File: src/design/hsq_cfg.svh
// register map, field positions, reset values and timing for the homing sequencer
`ifndef HSQ_CFG_SVH
`define HSQ_CFG_SVH
`define HSQ_SPD_W        16
`define HSQ_TICK_W       24
`define HSQ_ADDR_W       8
`define HSQ_OFF_CTRL     8'h00
`define HSQ_OFF_METHOD   8'h04
`define HSQ_OFF_HIGH     8'h08
`define HSQ_OFF_LOW      8'h0c
`define HSQ_OFF_ACC      8'h10
`define HSQ_OFF_STAT     8'h14
`define HSQ_CTRL_START   0
`define HSQ_CTRL_ABORT   1
`define HSQ_ST_BUSY      0
`define HSQ_ST_DONE      1
`define HSQ_ST_ERR       2
`define HSQ_ST_LIMIT     3
`define HSQ_ST_STEP      4
`define HSQ_ST_DIR       6
`define HSQ_RST_METHOD   8'h02
`define HSQ_RST_HIGH     16'h0064
`define HSQ_RST_LOW      16'h000a
`define HSQ_RST_ACC      16'h0001
`define HSQ_M2           8'h02
`define HSQ_M3           8'h03
`define HSQ_M4           8'h04
`define HSQ_M5           8'h05
`define HSQ_M6           8'h06
`define HSQ_M7           8'h07
`define HSQ_M8           8'h08
`define HSQ_M9           8'h09
`define HSQ_PATH_LOW     2'h0
`define HSQ_PATH_HIGH    2'h1
`define HSQ_PATH_LIM     2'h2
`define HSQ_STEP_W       2
`define HSQ_CLK_NS       8
`define HSQ_TICK_NS      1000000
`endif

File: src/design/hsq_pkg.sv
// types of the homing sequencer
`include "hsq_cfg.svh"
package hsq_pkg;
   typedef enum logic [3:0] {
      HSQ_IDLE  = 4'h1,
      HSQ_RUN   = 4'h2,
      HSQ_ZSEEK = 4'h4,
      HSQ_DECEL = 4'h8
   } hsq_fsm_e;

   typedef struct packed {
      logic dir_rev;
      logic hi;
      logic want_rise;
      logic last;
   } hsq_step_s;

   typedef struct packed {
      logic [`HSQ_ADDR_W-1:0] addr;
      logic [31:0]            wdata;
      logic                   wr;
      logic                   rd;
   } hsq_bus_s;

   typedef struct packed {
      logic [`HSQ_SPD_W-1:0] speed;
      logic                  dir_rev;
      logic                  busy;
      logic                  done;
   } hsq_motion_s;

   typedef struct packed {
      logic [2:0] pot;
      logic [2:0] home;
      logic [2:0] idx;
   } hsq_sync_s;

   typedef struct packed {
      hsq_sync_s             sy;
      hsq_fsm_e              st;
      logic [`HSQ_STEP_W-1:0] step;
      logic [1:0]            path;
      logic                  fin;
      logic                  done;
      logic                  err;
      logic                  lim;
      logic                  dir_rev;
      logic [`HSQ_SPD_W-1:0] cnt;
      logic [`HSQ_SPD_W-1:0] base;
      logic [`HSQ_SPD_W-1:0] speed;
      logic [`HSQ_TICK_W-1:0] tick;
      logic [7:0]            method;
      logic [`HSQ_SPD_W-1:0] hi_spd;
      logic [`HSQ_SPD_W-1:0] lo_spd;
      logic [`HSQ_SPD_W-1:0] acc;
      logic [31:0]           rdata;
   } hsq_state_s;
endpackage

File: src/design/hsq_top.sv
// homing sequencer for methods 2 to 9 with register port and motion command
// Operation
// - method 2 decelerates on forward overtravel, homes on index
// - method 2 low: forward fast, reverse slow, index
// - method 2 high: reverse slow to fall, index
// - methods 3 to 9 use home switch, index
// - method 3/7 low: forward fast, reverse slow, index
// - methods 3/7 high: reverse slow to fall, index
// - method 4 low: fwd fast, rev slow, fwd slow
// - method 4 high: rev slow, fwd slow, index
// - method 5 low: rev fast, fwd slow, index
// - method 5 high: forward slow to fall, index
// - method 6 low: rev fast, fwd slow, rev slow
// - method 6 high: fwd slow, rev slow, index
// - methods 7/8 limit: reverse fast to rising edge
// - method 7 limit: rev slow, fwd slow, reverse
// - method 8 low: fwd fast, rev slow, fwd slow
// - method 8 limit: rev slow, fwd slow, index
// - method 8 high: rev slow, fwd slow, index
// - method 9 low: fwd fast, fwd slow, rev slow
// - method 9 limit: rev fast, fwd slow, rev slow
// - method 9 high: fwd fast to fall, rev slow
//
// Design decisions made here: the plain strobed port and the register offsets.
`include "hsq_cfg.svh"
`timescale 1ns/100ps
`default_nettype none
module hsq_top
   import hsq_pkg::*;
#(
   parameter int unsigned TICK_CYC = `HSQ_TICK_NS / `HSQ_CLK_NS
) (
   input  wire logic        clk_i,
   input  wire logic        resetn_i,
   input  wire hsq_bus_s    bus_i,
   output logic [31:0]      reg_rdata_o,
   input  wire logic        forward_overtravel_switch_i,
   input  wire logic        home_switch_input_i,
   input  wire logic        index_pulse_i,
   output hsq_motion_s      motion_o
);
   localparam logic FWD  = 1'b0;
   localparam logic REV  = 1'b1;
   localparam logic HI   = 1'b1;
   localparam logic LO   = 1'b0;
   localparam logic RISE = 1'b1;
   localparam logic FALL = 1'b0;
   localparam logic LAST = 1'b1;
   localparam logic MORE = 1'b0;
   localparam logic [`HSQ_TICK_W-1:0] TICK_END = `HSQ_TICK_W'(TICK_CYC - 1);
   localparam hsq_state_s RST = '{st: HSQ_IDLE, method: `HSQ_RST_METHOD, hi_spd: `HSQ_RST_HIGH,
                                  lo_spd: `HSQ_RST_LOW, acc: `HSQ_RST_ACC, default: '0};

   hsq_state_s q;
   hsq_state_s d;
   hsq_step_s  cur;
   hsq_step_s  nxt;
   hsq_step_s  fst;
   logic       sw_lvl;
   logic       sw_rise;
   logic       sw_fall;
   logic       idx_rise;
   logic       lim_rise;
   logic       tick;
   logic       edge_hit;
   logic       start_req;
   logic       abort_req;
   logic       meth_ok;
   logic       start_ok;
   logic       lim_arm;
   logic       dec_end;

   function automatic hsq_step_s mk(input logic rev, input logic hi, input logic rise, input logic last);
      mk = '{dir_rev: rev, hi: hi, want_rise: rise, last: last};
   endfunction

   // one step of the trajectory for a method, start path and step index
   function automatic hsq_step_s step_of(input logic [7:0] m, input logic [1:0] p,
                                         input logic [`HSQ_STEP_W-1:0] i);
      hsq_step_s s;
      s = mk(REV, LO, FALL, LAST);
      case (m)
         `HSQ_M2, `HSQ_M3, `HSQ_M7: begin
            if (m == `HSQ_M7 && p == `HSQ_PATH_LIM) begin
               case (i)
                  2'h0:    s = mk(REV, HI, RISE, MORE);
                  2'h1:    s = mk(REV, LO, FALL, MORE);
                  2'h2:    s = mk(FWD, LO, RISE, MORE);
                  default: s = mk(REV, LO, FALL, LAST);
               endcase
            end else if (p == `HSQ_PATH_LOW && i == 2'h0) begin
               s = mk(FWD, HI, RISE, MORE);
            end else begin
               s = mk(REV, LO, FALL, LAST);
            end
         end
         `HSQ_M4, `HSQ_M8: begin
            if (p == `HSQ_PATH_HIGH) begin
               s = (i == 2'h0) ? mk(REV, LO, FALL, MORE) : mk(FWD, LO, RISE, LAST);
            end else begin
               case (i)
                  2'h0:    s = (p == `HSQ_PATH_LIM) ? mk(REV, HI, RISE, MORE)
                                                    : mk(FWD, HI, RISE, MORE);
                  2'h1:    s = mk(REV, LO, FALL, MORE);
                  default: s = mk(FWD, LO, RISE, LAST);
               endcase
            end
         end
         `HSQ_M5: begin
            if (p == `HSQ_PATH_LOW && i == 2'h0) begin
               s = mk(REV, HI, RISE, MORE);
            end else begin
               s = mk(FWD, LO, FALL, LAST);
            end
         end
         `HSQ_M6, `HSQ_M9: begin
            if (p == `HSQ_PATH_HIGH) begin
               s = (i == 2'h0) ? mk(FWD, (m == `HSQ_M9), FALL, MORE)
                               : mk(REV, LO, RISE, LAST);
            end else begin
               case (i)
                  2'h0:    s = (m == `HSQ_M9 && p == `HSQ_PATH_LOW) ? mk(FWD, HI, RISE, MORE)
                                                                    : mk(REV, HI, RISE, MORE);
                  2'h1:    s = mk(FWD, LO, FALL, MORE);
                  default: s = mk(REV, LO, RISE, LAST);
               endcase
            end
         end
         default: s = mk(REV, LO, FALL, LAST);
      endcase
      return s;
   endfunction

   // decision logic reads only the second and third synchroniser stages
   always_comb begin
      sw_lvl   = (q.method == `HSQ_M2) ? q.sy.pot[1] : q.sy.home[1];
      sw_rise  = (q.method == `HSQ_M2) ? (q.sy.pot[1] & ~q.sy.pot[2])
                                       : (q.sy.home[1] & ~q.sy.home[2]);
      sw_fall  = (q.method == `HSQ_M2) ? (~q.sy.pot[1] & q.sy.pot[2])
                                       : (~q.sy.home[1] & q.sy.home[2]);
      idx_rise = q.sy.idx[1] & ~q.sy.idx[2];
      lim_rise = q.sy.pot[1] & ~q.sy.pot[2];
      tick     = (q.tick == TICK_END);
      cur      = step_of(q.method, q.path, q.step);
      nxt      = step_of(q.method, q.path, q.step + 2'h1);
      fst      = step_of(q.method, sw_lvl ? `HSQ_PATH_HIGH : `HSQ_PATH_LOW, '0);
      dec_end  = q.st == HSQ_DECEL && tick && (q.cnt <= q.acc || q.acc == '0);
      edge_hit = cur.want_rise ? sw_rise : sw_fall;
      meth_ok  = (q.method >= `HSQ_M2) && (q.method <= `HSQ_M9);
      start_req = bus_i.wr && bus_i.addr == `HSQ_OFF_CTRL && bus_i.wdata[`HSQ_CTRL_START];
      abort_req = bus_i.wr && bus_i.addr == `HSQ_OFF_CTRL && bus_i.wdata[`HSQ_CTRL_ABORT];
      start_ok  = start_req && q.st == HSQ_IDLE && meth_ok;
      lim_arm   = (q.method == `HSQ_M7 || q.method == `HSQ_M8 || q.method == `HSQ_M9)
                  && q.path == `HSQ_PATH_LOW && q.step == '0;
   end

   always_comb begin
      d = q;
      d.sy.pot  = {q.sy.pot[1:0], forward_overtravel_switch_i};
      d.sy.home = {q.sy.home[1:0], home_switch_input_i};
      d.sy.idx  = {q.sy.idx[1:0], index_pulse_i};
      d.tick    = tick ? '0 : q.tick + `HSQ_TICK_W'(1);
      // register port
      if (bus_i.wr && q.st == HSQ_IDLE) begin
         unique case (bus_i.addr)
            `HSQ_OFF_METHOD: d.method = bus_i.wdata[7:0];
            `HSQ_OFF_HIGH:   d.hi_spd = bus_i.wdata[`HSQ_SPD_W-1:0];
            `HSQ_OFF_LOW:    d.lo_spd = bus_i.wdata[`HSQ_SPD_W-1:0];
            `HSQ_OFF_ACC:    d.acc    = bus_i.wdata[`HSQ_SPD_W-1:0];
            default:         d.method = q.method;
         endcase
      end
      d.rdata = '0;
      if (bus_i.rd) begin
         unique case (bus_i.addr)
            `HSQ_OFF_METHOD: d.rdata = {24'h000000, q.method};
            `HSQ_OFF_HIGH:   d.rdata = {16'h0000, q.hi_spd};
            `HSQ_OFF_LOW:    d.rdata = {16'h0000, q.lo_spd};
            `HSQ_OFF_ACC:    d.rdata = {16'h0000, q.acc};
            `HSQ_OFF_STAT: begin
               d.rdata[`HSQ_ST_BUSY] = (q.st != HSQ_IDLE);
               d.rdata[`HSQ_ST_DONE] = q.done;
               d.rdata[`HSQ_ST_ERR]  = q.err;
               d.rdata[`HSQ_ST_LIMIT] = q.lim;
               d.rdata[`HSQ_ST_STEP +: `HSQ_STEP_W] = q.step;
               d.rdata[`HSQ_ST_DIR]  = q.dir_rev;
            end
            default:         d.rdata = '0;
         endcase
      end
      // sequencer
      unique case (q.st)
         HSQ_IDLE: begin
            if (start_req) begin
               d.err = ~meth_ok;
            end
            if (start_ok) begin
               d.done = 1'b0;
               d.lim  = 1'b0;
               d.step = '0;
               d.fin  = 1'b0;
               d.path = sw_lvl ? `HSQ_PATH_HIGH : `HSQ_PATH_LOW;
               d.st   = HSQ_RUN;
               d.dir_rev = fst.dir_rev;
               d.speed   = fst.hi ? q.hi_spd : q.lo_spd;
            end
         end
         HSQ_RUN: begin
            if (lim_arm && lim_rise) begin
               d.lim  = 1'b1;
               d.path = `HSQ_PATH_LIM;
               d.step = '0;
               d.fin  = 1'b0;
               d.cnt  = q.hi_spd;
               d.base = '0;
               d.st   = HSQ_DECEL;
            end else if (edge_hit && cur.last) begin
               d.st = HSQ_ZSEEK;
            end else if (edge_hit) begin
               d.step = q.step + 2'h1;
               d.fin  = 1'b0;
               d.st   = HSQ_DECEL;
               // reversal sheds the running speed, same direction sheds the difference
               if (nxt.dir_rev != cur.dir_rev) begin
                  d.cnt  = cur.hi ? q.hi_spd : q.lo_spd;
                  d.base = '0;
               end else begin
                  d.cnt  = q.hi_spd - q.lo_spd;
                  d.base = q.lo_spd;
               end
            end
         end
         HSQ_ZSEEK: begin
            if (idx_rise) begin
               d.fin  = 1'b1;
               d.cnt  = q.lo_spd;
               d.base = '0;
               d.st   = HSQ_DECEL;
            end
         end
         HSQ_DECEL: begin
            if (tick) begin
               if (q.cnt <= q.acc || q.acc == '0) begin
                  d.cnt = '0;
                  if (q.fin) begin
                     d.st    = HSQ_IDLE;
                     d.done  = 1'b1;
                     d.speed = '0;
                  end else begin
                     d.st      = HSQ_RUN;
                     d.dir_rev = cur.dir_rev;
                     d.speed   = cur.hi ? q.hi_spd : q.lo_spd;
                  end
               end else begin
                  d.cnt = q.cnt - q.acc;
               end
            end
            if (d.st == HSQ_DECEL) begin
               d.speed = `HSQ_SPD_W'(d.base + d.cnt);
            end
         end
         default: d.st = HSQ_IDLE;
      endcase
      if (abort_req) begin
         d.st    = HSQ_IDLE;
         d.speed = '0;
      end
   end

   always_ff @(posedge clk_i or negedge resetn_i) begin
      if (!resetn_i) begin
         q <= RST;
      end else begin
         q <= d;
      end
   end

   assign reg_rdata_o = q.rdata;
   assign motion_o    = '{speed: q.speed, dir_rev: q.dir_rev, busy: (q.st != HSQ_IDLE), done: q.done};

   logic m2_go;
   assign m2_go = start_ok && q.method == `HSQ_M2;

   AST_M2_LOW_START: assert property (@(posedge clk_i) disable iff (!resetn_i)
      m2_go && !q.sy.pot[1] |=> q.st == HSQ_RUN && !q.dir_rev && q.speed == q.hi_spd)
      else $error("method 2 low start not forward fast");
   AST_M2_HIGH_START: assert property (@(posedge clk_i) disable iff (!resetn_i)
      m2_go && q.sy.pot[1] |=> q.dir_rev && q.speed == q.lo_spd)
      else $error("method 2 high start not reverse slow");
   AST_M5_LOW_START: assert property (@(posedge clk_i) disable iff (!resetn_i)
      start_ok && q.method == `HSQ_M5 && !q.sy.home[1] |=> q.dir_rev && q.speed == q.hi_spd)
      else $error("method 5 low start not reverse fast");
   AST_M9_HIGH_START: assert property (@(posedge clk_i) disable iff (!resetn_i)
      start_ok && q.method == `HSQ_M9 && q.sy.home[1] |=> !q.dir_rev && q.speed == q.hi_spd)
      else $error("method 9 high start not forward fast");
   AST_EDGE_ADVANCE: assert property (@(posedge clk_i) disable iff (!resetn_i)
      q.st == HSQ_RUN && edge_hit && !(lim_arm && lim_rise) && !abort_req
      |=> q.st == HSQ_DECEL || q.st == HSQ_ZSEEK)
      else $error("switch edge did not advance the run");
   AST_INDEX_STOP: assert property (@(posedge clk_i) disable iff (!resetn_i)
      q.st == HSQ_ZSEEK && idx_rise && !abort_req |=> q.st == HSQ_DECEL && q.fin && q.cnt == q.lo_spd)
      else $error("index pulse did not stop the search");
   AST_LIMIT_REVERSE: assert property (@(posedge clk_i) disable iff (!resetn_i)
      q.st == HSQ_RUN && lim_arm && lim_rise && !abort_req
      |=> q.lim && q.st == HSQ_DECEL && q.path == `HSQ_PATH_LIM && q.cnt == q.hi_spd && !q.dir_rev)
      else $error("forward limit did not reverse");
   AST_DECEL_ENDS: assert property (@(posedge clk_i) disable iff (!resetn_i)
      q.st == HSQ_DECEL && tick && (q.cnt <= q.acc || q.acc == '0) && !q.fin && !abort_req
      |=> q.st == HSQ_RUN && q.speed == (cur.hi ? q.hi_spd : q.lo_spd))
      else $error("deceleration did not hand over to the next step");
   AST_SYNC_DELAY: assert property (@(posedge clk_i) disable iff (!resetn_i)
      // third stage still holds its reset value on the first edges
      idx_rise && $past(resetn_i, 3) |-> $past(index_pulse_i, 2) && !$past(index_pulse_i, 3))
      else $error("index edge not two stages late");
   AST_IDLE_STILL: assert property (@(posedge clk_i) disable iff (!resetn_i)
      $fell(motion_o.busy) |-> motion_o.speed == '0)
      else $error("motor left moving at idle");
   AST_LIMIT_FAST_BACK: assert property (@(posedge clk_i) disable iff (!resetn_i)
      dec_end && !q.fin && q.path == `HSQ_PATH_LIM && q.step == '0 && !abort_req
      |=> q.st == HSQ_RUN && q.dir_rev && q.speed == q.hi_spd)
      else $error("limit reversal not reverse fast");
   AST_M2_PATH: assert property (@(posedge clk_i) disable iff (!resetn_i)
      m2_go |=> q.path == ($past(q.sy.pot[1]) ? `HSQ_PATH_HIGH : `HSQ_PATH_LOW))
      else $error("method 2 path not taken from overtravel");
   AST_HOME_PATH: assert property (@(posedge clk_i) disable iff (!resetn_i)
      start_ok && q.method != `HSQ_M2 |=> q.path == ($past(q.sy.home[1]) ? `HSQ_PATH_HIGH : `HSQ_PATH_LOW))
      else $error("path not taken from home switch");
   AST_FWD_FAST_START: assert property (@(posedge clk_i) disable iff (!resetn_i)
      start_ok && q.method inside {`HSQ_M3, `HSQ_M4, `HSQ_M7, `HSQ_M8, `HSQ_M9} && !q.sy.home[1]
      |=> !q.dir_rev && q.speed == q.hi_spd)
      else $error("low start not forward fast");
   AST_M3_HIGH_START: assert property (@(posedge clk_i) disable iff (!resetn_i)
      start_ok && (q.method == `HSQ_M3 || q.method == `HSQ_M7) && q.sy.home[1] |=> q.dir_rev && q.speed == q.lo_spd)
      else $error("method 3 high start not reverse slow");
   AST_M4_HIGH_START: assert property (@(posedge clk_i) disable iff (!resetn_i)
      start_ok && q.method == `HSQ_M4 && q.sy.home[1] |=> q.dir_rev && q.speed == q.lo_spd)
      else $error("method 4 high start not reverse slow");
   AST_M5_HIGH_START: assert property (@(posedge clk_i) disable iff (!resetn_i)
      start_ok && q.method == `HSQ_M5 && q.sy.home[1] |=> !q.dir_rev && q.speed == q.lo_spd)
      else $error("method 5 high start not forward slow");
   AST_M6_LOW_START: assert property (@(posedge clk_i) disable iff (!resetn_i)
      start_ok && q.method == `HSQ_M6 && !q.sy.home[1] |=> q.dir_rev && q.speed == q.hi_spd)
      else $error("method 6 low start not reverse fast");
   AST_M6_HIGH_START: assert property (@(posedge clk_i) disable iff (!resetn_i)
      start_ok && q.method == `HSQ_M6 && q.sy.home[1] |=> !q.dir_rev && q.speed == q.lo_spd)
      else $error("method 6 high start not forward slow");
   AST_M8_HIGH_START: assert property (@(posedge clk_i) disable iff (!resetn_i)
      start_ok && q.method == `HSQ_M8 && q.sy.home[1] |=> q.dir_rev && q.speed == q.lo_spd)
      else $error("method 8 high start not reverse slow");
   AST_DECEL_RAMP: assert property (@(posedge clk_i) disable iff (!resetn_i)
      q.st == HSQ_DECEL && tick && !dec_end && !abort_req
      |=> q.st == HSQ_DECEL && q.cnt == $past(q.cnt) - $past(q.acc))
      else $error("deceleration step not one acceleration unit");
   AST_HOME_DONE: assert property (@(posedge clk_i) disable iff (!resetn_i)
      dec_end && q.fin && !abort_req |=> q.st == HSQ_IDLE && q.done && q.speed == '0)
      else $error("final stop did not finish homing");
   AST_LAST_EDGE_SEEK: assert property (@(posedge clk_i) disable iff (!resetn_i)
      q.st == HSQ_RUN && edge_hit && cur.last && !(lim_arm && lim_rise) && !abort_req |=> q.st == HSQ_ZSEEK)
      else $error("last switch edge did not arm index search");
   AST_ABORT_STOP: assert property (@(posedge clk_i) disable iff (!resetn_i)
      abort_req |=> q.st == HSQ_IDLE && q.speed == '0)
      else $error("abort did not stop the motor");
   AST_READ_ONE_CYCLE: assert property (@(posedge clk_i) disable iff (!resetn_i)
      !bus_i.rd |=> reg_rdata_o == '0)
      else $error("read data held without a read");

   COV_M4_DONE: cover property (@(posedge clk_i) disable iff (!resetn_i)
      q.method == `HSQ_M4 && $rose(q.done));
   COV_M7_LIMIT: cover property (@(posedge clk_i) disable iff (!resetn_i)
      q.method == `HSQ_M7 && q.lim && $rose(q.done));
   COV_M9_HIGH: cover property (@(posedge clk_i) disable iff (!resetn_i)
      q.method == `HSQ_M9 && q.path == `HSQ_PATH_HIGH && $rose(q.done));
   COV_M2_HIGH: cover property (@(posedge clk_i) disable iff (!resetn_i)
      q.method == `HSQ_M2 && q.path == `HSQ_PATH_HIGH && $rose(q.done));
   COV_ABORT_RUN: cover property (@(posedge clk_i) disable iff (!resetn_i)
      abort_req && q.st != HSQ_IDLE);
endmodule
`default_nettype wire

File: config.mk
export PLATFORM = sky130hd
export DESIGN_NAME = hsq_top
export DESIGN_NICKNAME = d
export VERILOG_FILES = /design/src/design/hsq_pkg.sv /design/src/design/hsq_top.sv
export VERILOG_INCLUDE_DIRS = /design/src /design/src/design
export SDC_FILE = /design/constraint.sdc
export NUM_CORES = 1
export LEC_CHECK = 0
export BUFFER_PORTS_ARGS = -buffer_cell sky130_fd_sc_hd__buf_2
export CAP_MARGIN = 10
export CELL_PAD_IN_SITES_DETAIL_PLACEMENT = 2
export CELL_PAD_IN_SITES_GLOBAL_PLACEMENT = 2
export CORE_MARGIN = 3
export CORE_UTILIZATION = 41
export DETAILED_ROUTE_END_ITERATION = 10
export PLACE_DENSITY = 0.92
export SLEW_MARGIN = 15
export SYNTH_ARGS = -nofsm -noshare
export SYNTH_HDL_FRONTEND = slang
export SYNTH_SLANG_ARGS = --single-unit
File: constraint.sdc
create_clock -name clk_i -period 9.5 [get_ports clk_i]
set_clock_uncertainty 0.05 [all_clocks]
set_input_delay 0.475 -clock clk_i [delete_from_list [all_inputs] [get_ports clk_i]]
set_output_delay 0.475 -clock clk_i [all_outputs]
set_load 0.03 [all_outputs]
==> results.py <==
metrics = {
    "run_status": {
        "outcome": "complete, no violations",
    },
    "clock_network": {
        "post_cts_buffers": 0,
        "tritoncts": "yes",
        "cts-root-buf": "clkbuf_16",
        "htreeDepth": 4,
        "hold_buffers": 0,
        "clk_pin_slew_ns": 0.08,
        "post_cts_resized": 0,
        "clk_latency_ns": 0.46,
        "cts_buffer_depth": 2,
        "numCtsBuffers": 17,
        "clock_sinks": 165,
    },
    "hold_path": {
        "hold_end": "d[177]$_DFF_PN0_",
        "hold_start": "home_switch_input_i",
        "hp-class": "input port to register",
        "whs_path_depth": 1,
    },
    "synthesis": {
        "synth_top_area_share_pct": 34.2,
        "synthFlopType": "dfrtp_1",
        "synth-edff-count": 0,
        "synth-seq-area-share_pct": 36.0,
        "yosys-top-cells-area": "dfrtp_1, ha_1, nand2_1",
        "synth.distinct_cells": 79,
        "syn_area_um2": 11500,
        "ys_async_sr_fraction_pct": 100,
        "syn_inst": 1311,
        "synth_commonest_cells": "dfrtp_1, nand2_1, nor2_1",
        "syn_area_per_cell_um2": 8.76,
        "yosysTopAreaCell": "dfrtp_1",
        "synth_most_common_cell": "dfrtp_1",
        "yosysWarnings": 0,
        "ys_ff_latch": 165,
    },
    "worst_setup_path": {
        "crit_family": "compound AO/OA/AOI/OAI gates",
        "path_class": "register to register",
        "reg2reg_setup_slack_ns": 3.61,
        "r2r_start": "q[144]$_DFFE_PN0P_",
        "crit_buf_inv": 3,
        "cp_slowest_stage_delay_ns": 1.12,
        "crit_path_max_fanout": 17,
        "cp_slowest_cell": "o41ai_1",
        "path_cells": "inv_1, ha_1, inv_1, fa_1, a211oi_1, nor2_1, o21ai_0, o21ai_0, a41oi_1, buf_4, o41ai_1, ha_1, a21oi_1, a21oi_1, o21ai_0, a31oi_1, a31oi_1, o21ai_0, xor2_1, nand2_1, a31oi_1",
        "start_kind": "register",
        "endpoint_kind": "register",
        "crit_path_frequent_cell": "o21ai_0",
        "worst-r2r-cell-count": 21,
        "required_ns": 9.82,
        "rr_endpoint": "motion_o[17]$_DFFE_PN0P_",
        "arrival_ns": 6.21,
    },
    "route": {
        "drtIter0Drc": 1119,
        "ant_nets": 0,
        "route.final.wire_length_um": 47800,
        "first_pass_iters": 6,
        "routed_via_density": 6.52,
        "wl_per_cell_um": 28.2,
        "vias": 11100,
        "drc": 0,
    },
    "global_routing": {
        "grt_pass1_wl_um": 74400,
        "grt_usage_pct": 31.5,
        "grt_max_degree": 91,
        "antenna_found_initial": 0,
        "grt_pass1_vias": 12000,
        "grt_overflow": 0,
    },
    "timing": {
        "hold_viol": 0,
        "hold-worst-slack_ns": 0.0741,
        "fin_tns_setup_ns": 0,
        "slew_viol_final": 0,
        "setup_viol": 0,
        "min_period_ns": 5.89,
        "layout_worst_path_cycle_share_pct": 62.0,
        "grt_setup_unrepaired": "no",
        "clock.fmax_mhz": 170,
        "slew-limit-headroom_pct": 15.2,
        "tightest_slew_ns": 1.26,
    },
    "floorplanning": {
        "placementRows": 60,
        "floorplan.initialDensity_pct": 42.1,
        "ioPinCount": 98,
        "die_area_um2": 30100,
        "core_area_um2": 27300,
        "die_y_um": 173,
        "die_x_um": 173,
    },
    "place": {
        "hpwl_um": 32900,
        "port_buffers": 65,
        "gp_congestion": 0.896,
        "dp_cells": 1665,
    },
    "layout": {
        "nNetsFinal": 1417,
        "drive_above_1_share_pct": 14.2,
        "n_antenna_cell": 0,
        "syn2layout_area_growth_pct": 8.08,
        "n_fill_cell": 2971,
        "fin_cells": 1697,
    },
    "power": {
        "pwr_density_cell_nw_per_um2": 193,
        "ir_drop_mv": 0.108,
        "p_leak_uw": 0.00549,
    },
    "run": {
        "maxCapViolCount": 0,
    },
}
where the power goes:
part | internal [uW] | leakage [uW] | switching, uW
combinational | 285 | 0.00308 | 511
clock | 384 | 0.000286 | 351
sequential | 767 | 0.00213 | 98.5
stage by stage:
step	cell area [um2]	setup WS (ns)	utilization, %	power [uW]
floorplan	11500	4.81	-	1390
CTS	12400	3.83	45.5	2390
global placement	11800	4.38	43.4	1570
finish	12400	3.61	45.6	2400
detailed placement	11800	4.12	43.4	1620
global route	12400	3.42	45.6	2500
layout by cell type, fill, tap and decap left out, types with 6 or more instances in the layout:
| cell | Yosys | routed |
|---|---|---|
| xnor2_1 | 40 | 40 |
| nor2_1 | 103 | 103 |
| or3_1 | 13 | 13 |
| and2_1 | 8 | 8 |
| o211ai_1 | 14 | 14 |
| mux2i_1 | 29 | 29 |
| o21ai_1 | 17 | 16 |
| o21ai_0 | 78 | 78 |
| nor3_1 | 29 | 28 |
| a21oi_1 | 76 | 75 |
| nor2b_1 | 8 | 8 |
| nand3b_1 | 6 | 6 |
| nand2_1 | 152 | 152 |
| ha_1 | 55 | 55 |
| nor4_1 | 10 | 10 |
| mux2_2 | 45 | 45 |
| conb_1 | 1 | 16 |
| and3_1 | 22 | 22 |
| nand4_1 | 13 | 13 |
| nand3_1 | 24 | 24 |
| buf_4 | 51 | 14 |
| a22oi_1 | 13 | 13 |
| a211oi_1 | 14 | 14 |
| a222oi_1 | 15 | 15 |
| clkbuf_16 | 0 | 17 |
| o21a_1 | 10 | 10 |
| o31ai_1 | 11 | 11 |
| dfstp_2 | 8 | 8 |
| nand2b_1 | 10 | 10 |
| buf_2 | 8 | 64 |
| inv_1 | 54 | 54 |
| a31oi_1 | 26 | 26 |
| a22o_1 | 7 | 7 |
| a21o_1 | 16 | 16 |
| o221ai_1 | 13 | 13 |
| dfrtp_1 | 157 | 157 |
| xor2_1 | 21 | 21 |
cells by family after synthesis:
logic type | after synthesis | synth area share, %
flip-flops | 165 | 36.0
AND/OR/NAND/NOR | 433 | 18.2
buffers and inverters | 166 | 7.38
multiplexers | 74 | 6.94
XOR/XNOR | 61 | 4.65
adder cells (fa/ha/maj) | 58 | 6.51
other | 1 | 0.0327
AO/OA/AOI/OAI | 353 | 20.2
flip-flops by register name (all words and copies together), names as in the netlist:
name         flops
motion_o        18
d                6
q              125
reg_rdata_o     16
cell type report:
cell class	count	area (um2)	share of cell area, %
tap	372	465	3.75
sequential	165	4140	33.3
multi-input combinational	995	6580	53.0
inverter	54	203	1.63
timing repair buffer	79	437	3.52
clock inverter	13	136	1.10
clock buffer	19	453	3.65
per-layer routing:
layer	track usage [%]	vias up	part of all wire [%]
li1	-	4674	-
met1	41.0	5687	42
met2	52.0	567	48
met3	6.04	141	7.2
met4	11.8	0	3.5
met5	0	-	0
worst max path at each step:
stage / end / start / slack, ns / cells after the start
after floorplan: motion_o[18]$_DFFE_PN0P_ / q[32]$_DFFE_PN1P_ / 4.81 / 21
after global placement: motion_o[17]$_DFFE_PN0P_ / q[32]$_DFFE_PN1P_ / 4.38 / 22
after detailed placement: motion_o[17]$_DFFE_PN0P_ / q[144]$_DFFE_PN0P_ / 4.12 / 23
after CTS: motion_o[17]$_DFFE_PN0P_ / q[144]$_DFFE_PN0P_ / 3.83 / 21
after global routing: motion_o[17]$_DFFE_PN0P_ / q[144]$_DFFE_PN0P_ / 3.42 / 23
final: motion_o[17]$_DFFE_PN0P_ / q[144]$_DFFE_PN0P_ / 3.61 / 21
No activity file was read; power rests on OpenSTA's default activity.
